<file path="config.mk">
export PLATFORM = sky130hd
export DESIGN_NAME = tssc_top
export DESIGN_NICKNAME = d
export VERILOG_FILES = /design/src/hdl/tssc_pkg.sv /design/src/hdl/tssc_conv_if.sv /design/src/hdl/tssc_sync.sv /design/src/hdl/tssc_conv.sv /design/src/hdl/tssc_top.sv
export SDC_FILE = /design/constraint.sdc
export NUM_CORES = 1
export LEC_CHECK = 0
export ABC_AREA = 1
export BUFFER_PORTS_ARGS = -buffer_cell sky130_fd_sc_hd__buf_2
export CORE_MARGIN = 4
export CORE_UTILIZATION = 40
export DETAILED_ROUTE_END_ITERATION = 12
export GPL_TIMING_DRIVEN = 0
export HOLD_SLACK_MARGIN = 0.1
export SLEW_MARGIN = 30
export SYNTH_ARGS = -nofsm -noshare
export SYNTH_HDL_FRONTEND = slang
export SYNTH_SLANG_ARGS = --single-unit
</file>
<file path="constraint.sdc">
create_clock -name ref_clk_in -period 3.1 [get_ports ref_clk_in]
set_clock_uncertainty 0.15 [all_clocks]
set_input_delay 0.62 -clock ref_clk_in [delete_from_list [all_inputs] [get_ports ref_clk_in]]
set_output_delay 0.62 -clock ref_clk_in [all_outputs]
set_load 0.02 [all_outputs]
</file>
<file path="src/hdl/tssc_pkg.sv">
// Shared constants and types of the temperature sensor serial control block.
package tssc_pkg;

  // ****************************************************************
  // Timing
  // ****************************************************************
  localparam int CLK_PERIOD_NS   = 20;
  localparam int CONV_TIME_13_US = 400;
  localparam int CONV_CYCLES_13  = (CONV_TIME_13_US * 1000) / CLK_PERIOD_NS;

  // ****************************************************************
  // Word, command and register layout
  // ****************************************************************
  localparam int WORD_BITS    = 16;
  localparam int BYTE_BITS    = 8;
  localparam int CMD_RW_BIT   = 7;
  localparam logic [2:0] ADDR_CTRL  = 3'h1;
  localparam logic [2:0] ADDR_THIGH = 3'h2;
  localparam logic [2:0] ADDR_TLOW  = 3'h3;
  localparam logic [2:0] ADDR_ID    = 3'h7;

  localparam int CTRL_SHDN_BIT    = 15;
  localparam int CTRL_ONESHOT_BIT = 14;
  localparam int CTRL_ALMCLR_BIT  = 13;
  localparam int CTRL_RES_LSB     = 4;
  localparam int CTRL_READY_BIT   = 2;
  localparam int CTRL_ALARM_BIT   = 1;

  // ****************************************************************
  // Reset values and fixed words
  // ****************************************************************
  localparam logic [7:0]  CMD_RST        = 8'h00;
  localparam logic [1:0]  RES_RST        = 2'h0;
  localparam logic [15:0] THIGH_RST      = 16'h4000;
  localparam logic [15:0] TLOW_RST       = 16'h3c00;
  localparam logic [15:0] ID_VALUE       = 16'h0a5c;  // Arbitrary identification value.
  localparam logic [15:0] TEMP_BUSY_WORD = 16'h8000;
  localparam logic [4:0]  BITS_PER_WORD  = 5'h10;
  localparam logic [4:0]  BITS_PER_BYTE  = 5'h08;

  typedef enum logic [2:0] {ST_IDLE, ST_TEMP, ST_CMD, ST_RDATA, ST_WDATA} tssc_state_t;

endpackage : tssc_pkg

</file>
<file path="src/hdl/tssc_conv_if.sv">
// Carrier between the serial front end and the conversion engine.
`timescale 1ns/1ps
`default_nettype none
interface tssc_conv_if;
  logic        shutdown;
  logic [1:0]  res;
  logic        oneshot;
  logic        alarm_clr;
  logic [15:0] thigh;
  logic [15:0] tlow;
  logic [15:0] temp_word;
  logic        ready;
  logic        alarm;
  modport ctl (output shutdown, res, oneshot, alarm_clr, thigh, tlow,
               input  temp_word, ready, alarm);
  modport eng (input  shutdown, res, oneshot, alarm_clr, thigh, tlow,
               output temp_word, ready, alarm);
endinterface : tssc_conv_if
`default_nettype wire

</file>
<file path="src/hdl/tssc_sync.sv">
// Two-flop synchroniser for pins from outside the clock domain.
`timescale 1ns/1ps
`default_nettype none
module tssc_sync #(
  parameter int         W       = 1,
  parameter logic [W-1:0] RST_VAL = '0
) (
  input  wire logic         clk_in,
  input  wire logic         rst_b_in,
  input  wire logic [W-1:0] d_in,
  output var  logic [W-1:0] q_out
);
  logic [W-1:0] meta_q;

  always_ff @(posedge clk_in) begin
    if (!rst_b_in) begin
      meta_q <= RST_VAL;
      q_out  <= RST_VAL;
    end else begin
      meta_q <= d_in;
      q_out  <= meta_q;
    end
  end
endmodule : tssc_sync
`default_nettype wire

</file>
<file path="src/hdl/tssc_conv.sv">
// Conversion engine: timing, result formatting, one-shot state and alarm comparator.
`timescale 1ns/1ps
`default_nettype none
module tssc_conv
  import tssc_pkg::*;
#(
  parameter int CONV_CYCLES = CONV_CYCLES_13
) (
  input  wire logic        ref_clk_in,
  input  wire logic        rst_b_in,
  input  wire logic [15:0] meas_temp_in,
  tssc_conv_if.eng         cif
);
  logic        running_q;
  logic        oneshot_q;
  logic [31:0] cnt_q;
  logic [1:0]  res_q;
  logic [15:0] temp_q;
  logic        ready_q;
  logic        alarm_q;
  logic        toggle_q;
  logic        done;
  logic        start_os;
  logic        start;
  logic [15:0] fmt;
  logic [15:0] cmp;

  function automatic logic [15:0] format_temp(input logic [15:0] raw, input logic [1:0] res,
                                              input logic tog);
    unique case (res)
      2'h0: format_temp = {raw[15:3], 2'h0, tog};
      2'h1: format_temp = {raw[15:2], 1'h0, tog};
      2'h2: format_temp = {raw[15:1], tog};
      2'h3: format_temp = raw;
    endcase
  endfunction

  assign done     = running_q && (cnt_q == ((32'(CONV_CYCLES) << res_q) - 32'h1));
  assign start_os = !running_q && cif.shutdown && cif.oneshot;
  assign start    = !running_q && (!cif.shutdown || cif.oneshot);
  assign fmt      = format_temp(meas_temp_in, res_q, ~toggle_q);
  assign cmp      = (res_q == 2'h3) ? fmt : {fmt[15:1], 1'h0};
  assign cif.temp_word = oneshot_q ? TEMP_BUSY_WORD : temp_q;
  assign cif.ready     = ready_q;
  assign cif.alarm     = alarm_q;

  // ****************************************************************
  // Conversion timing
  // ****************************************************************
  always_ff @(posedge ref_clk_in) begin
    if (!rst_b_in) begin
      running_q <= 1'h0;
      oneshot_q <= 1'h0;
      cnt_q     <= 32'h0;
      res_q     <= RES_RST;
    end else if (start) begin
      running_q <= 1'h1;
      oneshot_q <= cif.shutdown;
      cnt_q     <= 32'h0;
      res_q     <= cif.res;
    end else if (done) begin
      running_q <= 1'h0;
      oneshot_q <= 1'h0;
    end else begin
      cnt_q     <= cnt_q + 32'h1;
    end
  end

  // ****************************************************************
  // Result and ready flag
  // ****************************************************************
  always_ff @(posedge ref_clk_in) begin
    if (!rst_b_in) begin
      temp_q   <= 16'h0000;
      ready_q  <= 1'h0;
      toggle_q <= 1'h0;
    end else if (done) begin
      temp_q   <= fmt;
      ready_q  <= 1'h1;
      toggle_q <= ~toggle_q;
    end else if (start_os) begin
      ready_q  <= 1'h0;
    end
  end

  // ****************************************************************
  // Alarm comparator with hysteresis; a completion past either limit wins over a clear.
  // ****************************************************************
  always_ff @(posedge ref_clk_in) begin
    if (!rst_b_in) begin
      alarm_q <= 1'h0;
    end else if (done && ($signed(cmp) > $signed(cif.thigh))) begin
      alarm_q <= 1'h1;
    end else if (done && ($signed(cmp) < $signed(cif.tlow))) begin
      alarm_q <= 1'h0;
    end else if (cif.alarm_clr) begin
      alarm_q <= 1'h0;
    end
  end

  chk_busy_word: assert property (@(posedge ref_clk_in) disable iff (!rst_b_in)
    oneshot_q |-> (cif.temp_word == TEMP_BUSY_WORD) && !cif.ready)
    else $error("One-shot state does not show the busy word.");
  chk_oneshot_start: assert property (@(posedge ref_clk_in) disable iff (!rst_b_in)
    start_os |=> oneshot_q && running_q && (cnt_q == 32'h0))
    else $error("One-shot request did not start a conversion.");
  chk_alarm_set: assert property (@(posedge ref_clk_in) disable iff (!rst_b_in)
    (done && ($signed(cmp) > $signed(cif.thigh))) |=> alarm_q)
    else $error("Alarm missing above the upper limit.");
  chk_alarm_hyst: assert property (@(posedge ref_clk_in) disable iff (!rst_b_in)
    (done && ($signed(cmp) < $signed(cif.tlow)) && !($signed(cmp) > $signed(cif.thigh)))
    |=> !alarm_q)
    else $error("Alarm held below the lower limit.");
  chk_alarm_clear: assert property (@(posedge ref_clk_in) disable iff (!rst_b_in)
    (cif.alarm_clr && !done) |=> !alarm_q)
    else $error("Alarm reset did not clear the alarm.");
  chk_shdn_finish: assert property (@(posedge ref_clk_in) disable iff (!rst_b_in)
    (running_q && !done) |=> running_q && (cnt_q == $past(cnt_q) + 32'h1))
    else $error("Conversion cut short.");
  chk_ready_done: assert property (@(posedge ref_clk_in) disable iff (!rst_b_in)
    done |=> ready_q && !oneshot_q && (temp_q == $past(fmt)))
    else $error("Completion did not publish the result.");
endmodule : tssc_conv
`default_nettype wire

</file>
<file path="src/hdl/tssc_top.sv">
// Top of the temperature sensor serial control block: serial protocol and registers.
//
// Functional notes
// - Registers take their defaults at reset; apart from temperature, ready flag and alarm they change only by host writes.
// - One-shot write while in shutdown starts exactly one conversion and compare.
// - During one-shot, ready flag reads zero and temperature reads 8000h.
// - During one-shot every register except temperature and the control ready flag keeps its contents.
// - One-shot completion sets ready flag and loads the measured temperature.
// - Alarm asserts when temperature is strictly above the upper limit.
// - Asserted alarm releases when temperature falls below the lower limit.
// - Alarm reset bit clears alarm; it returns after next conversion if still hot.
// - Shutdown or one-shot start never changes the alarm output.
// - Transaction starts on chip select falling; host drives select and clock.
// - First 16 serial clocks shift the temperature word out.
// - Chip select rising during temperature read ends it immediately.
// - After temperature read, data line is input for a command byte.
// - Written data is latched in whole bytes after each eighth bit.
// - Chip select rising before eighth command falling edge keeps command unchanged.
// - Chip select rising between bits 8 and 16 stores only the upper byte.
// - Command and data pairs may repeat within one chip select assertion.
// - Temperature is two's complement, 13 to 16 bits by resolution.
// - At 13 bits, sign on top, toggle in D0, D1 and D2 zero.
// - Command: read flag bit 7, zeros 6..3, register select in bits 2..0.
// - Invalid addresses read zero and writes to them change nothing.
// - Temperature read never interrupts conversion; returns last completed result, or 8000h during one-shot.
// - Shutdown takes effect only after the running conversion completes.
`timescale 1ns/1ps
`default_nettype none
module tssc_top
  import tssc_pkg::*;
#(
  parameter int CONV_CYCLES = CONV_CYCLES_13
) (
  input  wire logic        ref_clk_in,
  input  wire logic        rst_b_in,
  input  wire logic        cs_b_in,
  input  wire logic        serial_shift_clock_in,
  input  wire logic        sio_in,
  input  wire logic [15:0] meas_temp_in,
  output var  logic        sio_out,
  output var  logic        sio_oe_out,
  output var  logic        over_limit_alarm_b_out
);

  if (CONV_CYCLES < 2) begin : g_bad_cycles
    $error("CONV_CYCLES must be at least 2.");
  end

  // ****************************************************************
  // Pin synchronisation and edge detection
  // ****************************************************************
  logic [2:0] pins_s;
  logic       cs_b_s;
  logic       sclk_s;
  logic       sio_s;
  logic       cs_b_d;
  logic       sclk_d;
  logic       sclk_rise;
  logic       sclk_fall;

  tssc_sync #(.W(3), .RST_VAL(3'h4)) u_sync (
    .clk_in   (ref_clk_in),
    .rst_b_in (rst_b_in),
    .d_in     ({cs_b_in, serial_shift_clock_in, sio_in}),
    .q_out    (pins_s)
  );

  assign cs_b_s    = pins_s[2];
  assign sclk_s    = pins_s[1];
  assign sio_s     = pins_s[0];
  assign sclk_rise = !cs_b_s && sclk_s && !sclk_d;
  assign sclk_fall = !cs_b_s && !sclk_s && sclk_d;

  always_ff @(posedge ref_clk_in) begin
    if (!rst_b_in) begin
      cs_b_d <= 1'h1;
      sclk_d <= 1'h0;
    end else begin
      cs_b_d <= cs_b_s;
      sclk_d <= sclk_s;
    end
  end

  // ****************************************************************
  // Registers and conversion engine
  // ****************************************************************
  logic        shdn_q;
  logic [1:0]  res_q;
  logic [15:0] thigh_q;
  logic [15:0] tlow_q;
  logic        oneshot_q;
  logic        alarm_clr_q;
  tssc_conv_if cif ();

  assign cif.shutdown  = shdn_q;
  assign cif.res       = res_q;
  assign cif.oneshot   = oneshot_q;
  assign cif.alarm_clr = alarm_clr_q;
  assign cif.thigh     = thigh_q;
  assign cif.tlow      = tlow_q;

  tssc_conv #(.CONV_CYCLES(CONV_CYCLES)) u_conv (
    .ref_clk_in   (ref_clk_in),
    .rst_b_in     (rst_b_in),
    .meas_temp_in (meas_temp_in),
    .cif          (cif.eng)
  );

  function automatic logic cmd_valid(input logic [7:0] cmd);
    cmd_valid = (cmd[6:3] == 4'h0) &&
                ((cmd[2:0] == ADDR_CTRL) || (cmd[2:0] == ADDR_THIGH) ||
                 (cmd[2:0] == ADDR_TLOW) || (cmd[2:0] == ADDR_ID));
  endfunction

  function automatic logic [15:0] reg_read(input logic [7:0] cmd, input logic shdn,
                                           input logic [1:0] res, input logic rdy,
                                           input logic alm, input logic [15:0] hi,
                                           input logic [15:0] lo);
    logic [15:0] ctrl;
    ctrl                 = 16'h0000;
    ctrl[CTRL_SHDN_BIT]  = shdn;
    ctrl[CTRL_RES_LSB+:2] = res;
    ctrl[CTRL_READY_BIT] = rdy;
    ctrl[CTRL_ALARM_BIT] = alm;
    reg_read = 16'h0000;
    if (cmd_valid(cmd)) begin
      unique case (cmd[2:0])
        ADDR_CTRL:  reg_read = ctrl;
        ADDR_THIGH: reg_read = hi;
        ADDR_TLOW:  reg_read = lo;
        default:    reg_read = ID_VALUE;
      endcase
    end
  endfunction

  // ****************************************************************
  // Serial protocol
  // ****************************************************************
  tssc_state_t state_q;
  logic [4:0]  cnt_q;
  logic [15:0] shift_q;
  logic [7:0]  cmd_sh_q;
  logic [7:0]  cmd_q;
  logic        wr_hi;
  logic        wr_lo;
  logic [7:0]  wr_byte;
  logic        cmd_latch;
  logic [15:0] rd_word;

  assign rd_word   = reg_read(cmd_sh_q, shdn_q, res_q, cif.ready, cif.alarm,
                              thigh_q, tlow_q);
  assign wr_byte   = {shift_q[6:0], sio_s};
  assign wr_hi     = (state_q == ST_WDATA) && sclk_rise &&
                     (cnt_q == BITS_PER_BYTE - 5'h1) && cmd_valid(cmd_q);
  assign wr_lo     = (state_q == ST_WDATA) && sclk_rise &&
                     (cnt_q == BITS_PER_WORD - 5'h1) && cmd_valid(cmd_q);
  assign cmd_latch = (state_q == ST_CMD) && sclk_fall && (cnt_q == BITS_PER_BYTE);

  always_ff @(posedge ref_clk_in) begin
    if (!rst_b_in || cs_b_s) begin
      state_q    <= ST_IDLE;
      cnt_q      <= 5'h00;
      sio_oe_out <= 1'h0;
      sio_out    <= 1'h0;
    end else begin
      unique case (state_q)
        ST_IDLE: begin
          if (cs_b_d) begin
            state_q    <= ST_TEMP;
            shift_q    <= cif.temp_word;
            sio_out    <= cif.temp_word[WORD_BITS-1];
            sio_oe_out <= 1'h1;
            cnt_q      <= 5'h00;
          end
        end
        ST_TEMP, ST_RDATA: begin
          if (sclk_rise) begin
            cnt_q <= cnt_q + 5'h01;
          end else if (sclk_fall && (cnt_q == BITS_PER_WORD)) begin
            state_q    <= ST_CMD;
            sio_oe_out <= 1'h0;
            cnt_q      <= 5'h00;
          end else if (sclk_fall && (cnt_q != 5'h00)) begin
            shift_q <= {shift_q[14:0], 1'h0};
            sio_out <= shift_q[14];
          end
        end
        ST_CMD: begin
          if (sclk_rise) begin
            cmd_sh_q <= {cmd_sh_q[6:0], sio_s};
            cnt_q    <= cnt_q + 5'h01;
          end else if (cmd_latch) begin
            cnt_q <= 5'h00;
            if (cmd_sh_q[CMD_RW_BIT]) begin
              state_q    <= ST_RDATA;
              shift_q    <= rd_word;
              sio_out    <= rd_word[WORD_BITS-1];
              sio_oe_out <= 1'h1;
            end else begin
              state_q <= ST_WDATA;
            end
          end
        end
        ST_WDATA: begin
          if (sclk_rise) begin
            shift_q <= {shift_q[14:0], sio_s};
            cnt_q   <= cnt_q + 5'h01;
            if (cnt_q == BITS_PER_WORD - 5'h1) begin
              state_q <= ST_CMD;
              cnt_q   <= 5'h00;
            end
          end
        end
      endcase
    end
  end

  always_ff @(posedge ref_clk_in) begin
    if (!rst_b_in) begin
      cmd_q <= CMD_RST;
    end else if (cmd_latch) begin
      cmd_q <= cmd_sh_q;
    end
  end

  // ****************************************************************
  // Register writes, byte by byte
  // ****************************************************************
  always_ff @(posedge ref_clk_in) begin
    if (!rst_b_in) begin
      shdn_q      <= 1'h0;
      res_q       <= RES_RST;
      thigh_q     <= THIGH_RST;
      tlow_q      <= TLOW_RST;
      oneshot_q   <= 1'h0;
      alarm_clr_q <= 1'h0;
    end else begin
      oneshot_q   <= 1'h0;
      alarm_clr_q <= 1'h0;
      if (wr_hi) begin
        unique case (cmd_q[2:0])
          ADDR_CTRL: begin
            shdn_q      <= wr_byte[CTRL_SHDN_BIT-BYTE_BITS];
            oneshot_q   <= wr_byte[CTRL_ONESHOT_BIT-BYTE_BITS];
            alarm_clr_q <= wr_byte[CTRL_ALMCLR_BIT-BYTE_BITS];
          end
          ADDR_THIGH: thigh_q[15:8] <= wr_byte;
          ADDR_TLOW:  tlow_q[15:8]  <= wr_byte;
          default:    ;
        endcase
      end
      if (wr_lo) begin
        unique case (cmd_q[2:0])
          ADDR_CTRL:  res_q        <= wr_byte[CTRL_RES_LSB+:2];
          ADDR_THIGH: thigh_q[7:0] <= wr_byte;
          ADDR_TLOW:  tlow_q[7:0]  <= wr_byte;
          default:    ;
        endcase
      end
    end
  end

  // ****************************************************************
  // Alarm pin
  // ****************************************************************
  always_ff @(posedge ref_clk_in) begin
    if (!rst_b_in) begin
      over_limit_alarm_b_out <= 1'h1;
    end else begin
      over_limit_alarm_b_out <= ~cif.alarm;
    end
  end

  chk_cs_abort: assert property (@(posedge ref_clk_in) disable iff (!rst_b_in)
    cs_b_s |=> !sio_oe_out && (state_q == ST_IDLE))
    else $error("Data line still driven after chip select rose.");
  chk_cmd_hold: assert property (@(posedge ref_clk_in) disable iff (!rst_b_in)
    !cmd_latch |=> $stable(cmd_q))
    else $error("Command byte changed without a full byte.");
  chk_temp_turn: assert property (@(posedge ref_clk_in) disable iff (!rst_b_in)
    ((state_q == ST_TEMP) && sclk_fall && (cnt_q == BITS_PER_WORD))
    |=> (state_q == ST_CMD) && !sio_oe_out)
    else $error("Data line not released after the temperature word.");
  chk_invalid_write: assert property (@(posedge ref_clk_in) disable iff (!rst_b_in)
    ((state_q == ST_WDATA) && !cmd_valid(cmd_q)) |=> $stable(thigh_q) && $stable(tlow_q)
    && $stable(shdn_q) && $stable(res_q))
    else $error("Invalid address modified a register.");
  chk_alarm_pin: assert property (@(posedge ref_clk_in) disable iff (!rst_b_in)
    ##1 (over_limit_alarm_b_out == !$past(cif.alarm)))
    else $error("Alarm pin does not follow the alarm state.");
  chk_temp_start: assert property (@(posedge ref_clk_in) disable iff (!rst_b_in)
    ((state_q == ST_IDLE) && !cs_b_s && cs_b_d) |=> sio_oe_out && (state_q == ST_TEMP))
    else $error("Chip select fall did not start the temperature read.");

endmodule : tssc_top
`default_nettype wire

</file>
==> results.py <==
metrics = {
    "logic_synthesis": {
        "yosys_warnings": 0,
        "synth-edff-count": 23,
        "syn_area_sq_mm": 0.00759,
        "ys_seq_area_frac": 0.402,
        "synth_flop_cell": "dfxtp_1",
        "syn_nets": 1081,
        "synth_cells": 1016,
        "synthArstFlopShare": 0,
        "ys_seq_elements": 141,
        "ys_types": 46,
        "syn_area_per_cell_sq_um": 7.48,
    },
    "place": {
        "dp_hpwl_microns": 16600,
        "portBuffers": 23,
        "gp_congestion": 0.915,
        "place_area_sq_mm": 0.00803,
        "place_inst": 1275,
    },
    "cts": {
        "path_clk_slew_ps": 60,
        "cts_sinks": 141,
        "insertion_delay_ps": 430,
        "cts_tree": "yes",
        "cts_made_buffers": 17,
        "clock_tree.buffer_depth": 2,
        "htreeDepth": 4,
        "root_buffer": "clkbuf_16",
        "holdBufCountCts": 0,
    },
    "sta": {
        "hold_violations": 0,
        "period_minus_slack_ps": 2920,
        "fmax_mhz": 342,
        "drv_slew": 0,
        "setup_violations": 0,
        "fin_crit_sh": 0.942,
        "setup_tns_ps": 0,
        "worst_pin_slew_ps": 721,
        "relSlewSlack": 0.519,
    },
    "setup_path": {
        "endpoint_kind": "flop",
        "cp-start-kind": "flop",
        "reg2reg_depth": 16,
        "arrival_ps": 3130,
        "crit_type": "flop to flop",
        "crit_required_ps": 3310,
        "cp_max_fo": 6,
    },
    "grt": {
        "first_global_vias": 6326,
        "track_usage": 0.205,
        "antenna_found_initial": 0,
        "grt_overflow": 0,
        "grt_start_max_net_pins": 17,
        "grt_pass1_wl_microns": 34700,
    },
    "finish": {
        "fin_cells": 1310,
        "final_core_util": 0.463,
        "drive_above_1_share": 0.126,
        "nets": 1128,
        "areaGrowthSynthToFinish_pct": 14.1,
        "antenna_cells": 0,
        "nFillCells": 1846,
        "final_area_sq_mm": 0.00866,
    },
    "floorplan": {
        "core-area_sq_mm": 0.0187,
        "die_x_microns": 146,
        "chipHeight_microns": 146,
        "die_area_sq_mm": 0.0213,
        "placementRows": 50,
        "io_pins": 24,
        "start_util": 0.406,
    },
    "pwr": {
        "p_leak_nw": 3.34,
        "power_frac_clock": 0.496,
        "power_density_mw_per_mm2": 478,
        "p_sw_mw": 0.999,
        "p_int_mw": 3.15,
        "totalPowerFinal_mw": 4.14,
        "pwr-share-comb": 0.050,
        "pwr-share-seq": 0.454,
        "vdd_ir_drop_max_v": 0.000385,
        "p_sw_frac": 0.241,
    },
    "detailed_routing": {
        "drc": 0,
        "postRouteAntennaNets": 0,
        "drt_iter0_drc": 636,
        "via_count": 6986,
        "wl_microns": 21600,
        "first_pass_iters": 5,
        "viasPerCell": 5.33,
        "wl_per_cell_microns": 16.5,
    },
    "run": {
        "maxCapViolCount": 0,
    },
    "run_status": {
        "status": "completed",
    },
    "min_path": {
        "hp-class": "input pin to flop",
        "holdPathStages": 3,
    },
}
==> layout make-up <==
cell class,instances,area (sq um),area share
clock buffers,21,483,0.0557
flip-flops and latches,141,3060,0.353
well taps,234,293,0.0338
clock inverters,11,108,0.0124
repair buffers,28,153,0.0176
multi-input cells,697,3870,0.446
inverters,155,588,0.0679
plain buffers,23,115,0.0133
==> path summary, 6_finish.rpt <==
path / startpoint / end / slack, ps
hold reg to reg: u_sync.meta_q[2] / u_sync.q_out[2] / 270
setup / recovery: u_conv.res_q[1] / u_conv.cif.alarm / 180
setup reg to reg: u_conv.res_q[1] / u_conv.cif.alarm / 180
hold / removal: sio_in / u_sync.meta_q[0] / 220
==> state kept, by name, indices dropped and copies added (netlist names), 2 cells and up <==
register and flops:
u_conv.res_q 2, cmd_q 7, cif.res 2, u_conv.cnt_q 32, cmd_sh_q 8, cnt_q 5
u_sync.q_out 3, cif.thigh 16, shift_q 15, u_sync.meta_q 3, cif.tlow 16, u_conv.temp_q 16
state_q 3
==> Yosys cell counts (all sizes together) (4+ instances only) <==
cell	instances	area share
nor2	125	0.068
o211ai	11	0.011
a22oi	11	0.011
clkbuf	18	0.0091
a211oi	22	0.027
dfxtp	118	0.31
buf	5	0.0053
xnor2	4	0.0046
xor2	8	0.0092
o221ai	7	0.0081
inv	153	0.076
ha	44	0.072
nor3	39	0.026
nor4	11	0.0099
nand4	23	0.020
nand2	181	0.090
o22ai	8	0.0066
nand3	29	0.020
edfxtp	23	0.091
o21ai	64	0.042
or2	22	0.018
a21oi	78	0.052
==> kinds of logic (layout without fill, tap and decap cells) <==
kind of cell / after synthesis / count (layout) / synth area share
flops: 141 / 141 / 0.402
xor+xnor: 12 / 12 / 0.0138
fa+ha+maj: 44 / 44 / 0.0725
compound gates: 208 / 208 / 0.165
buf+inv: 178 / 238 / 0.0913
simple gates: 433 / 433 / 0.255
==> critical path, cell delays in order, from the launching register on <==
cell and delay [ps]:
dfxtp_4 380, buf_6 130, clkinvlp_4 150, ha_1 210, nor2_1 130, nand2_1 80
nand3_2 120, inv_1 90, ha_1 300, nand3_1 120, o211ai_1 260, nand2_1 90
o211ai_1 140, a21oi_2 90, xor2_1 210, nand3_2 90, a21oi_2 130
==> cells in the final DEF (no fill, tap or decap), types with 2 or more instances in the layout <==
cell          n
nand2_1     180
inv_1       131
nor2_1      117
dfxtp_1     117
a21oi_1      76
ha_1         44
o21ai_0      42
nor3_1       36
nand3_1      27
buf_2        25
edfxtp_1     23
or2_2        22
o21ai_1      22
nand4_1      22
inv_2        20
clkbuf_1     19
clkbuf_16    19
a211oi_1     14
a22oi_1      11
o211ai_1     11
nor4_1       10
o22ai_1       8
a211oi_2      8
xor2_1        8
o221ai_1      7
nor2_4        6
buf_4         6
xnor2_1       4
clkinv_4      4
buf_6         3
clkinvlp_4    3
nor3_2        3
nand3_2       2
nor2_2        2
o311ai_0      2
clkinv_1      2
o21a_1        2
a21oi_2       2
clkinv_2      2
inv_6         2
==> power groups by stage <==
stage	clock network, mW	logic [mW]	registers [mW]
4_1_cts	2.07	0.200	1.88
5_1_grt	2.15	0.233	1.88
3_3_place_gp	0	0.196	1.92
6_report	2.06	0.208	1.88
3_5_place_dp	0	0.198	1.92
2_1_floorplan	0	0.128	1.92
==> stage by stage <==
| step | hold WS [ps] | setup slack, ps |
|---|---|---|
| floorplan | 221 | 360 |
| global placement | 257 | -1240 |
| detailed placement | 249 | 52.5 |
| CTS | 213 | 29.4 |
| global route | 222 | -0.741 |
| finish | 219 | 179 |
==> timing repair <==
action | in CTS | in global routing
endpoints found under the setup margin | 0 | 1
setup buffers | 0 | 3
gates resized for setup | 0 | 9
==> metal layers <==
| metal | GRT usage | up-vias | wire, microns |
|---|---|---|---|
| li1 | - | 3493 | - |
| met3 | 0.0442 | 25 | 1640 |
| met4 | 0.0470 | 0 | 292 |
| met5 | 0 | - | 0 |
| met2 | 0.295 | 249 | 9010 |
| met1 | 0.313 | 3219 | 10700 |
Power figures use the tool's default switching activity.
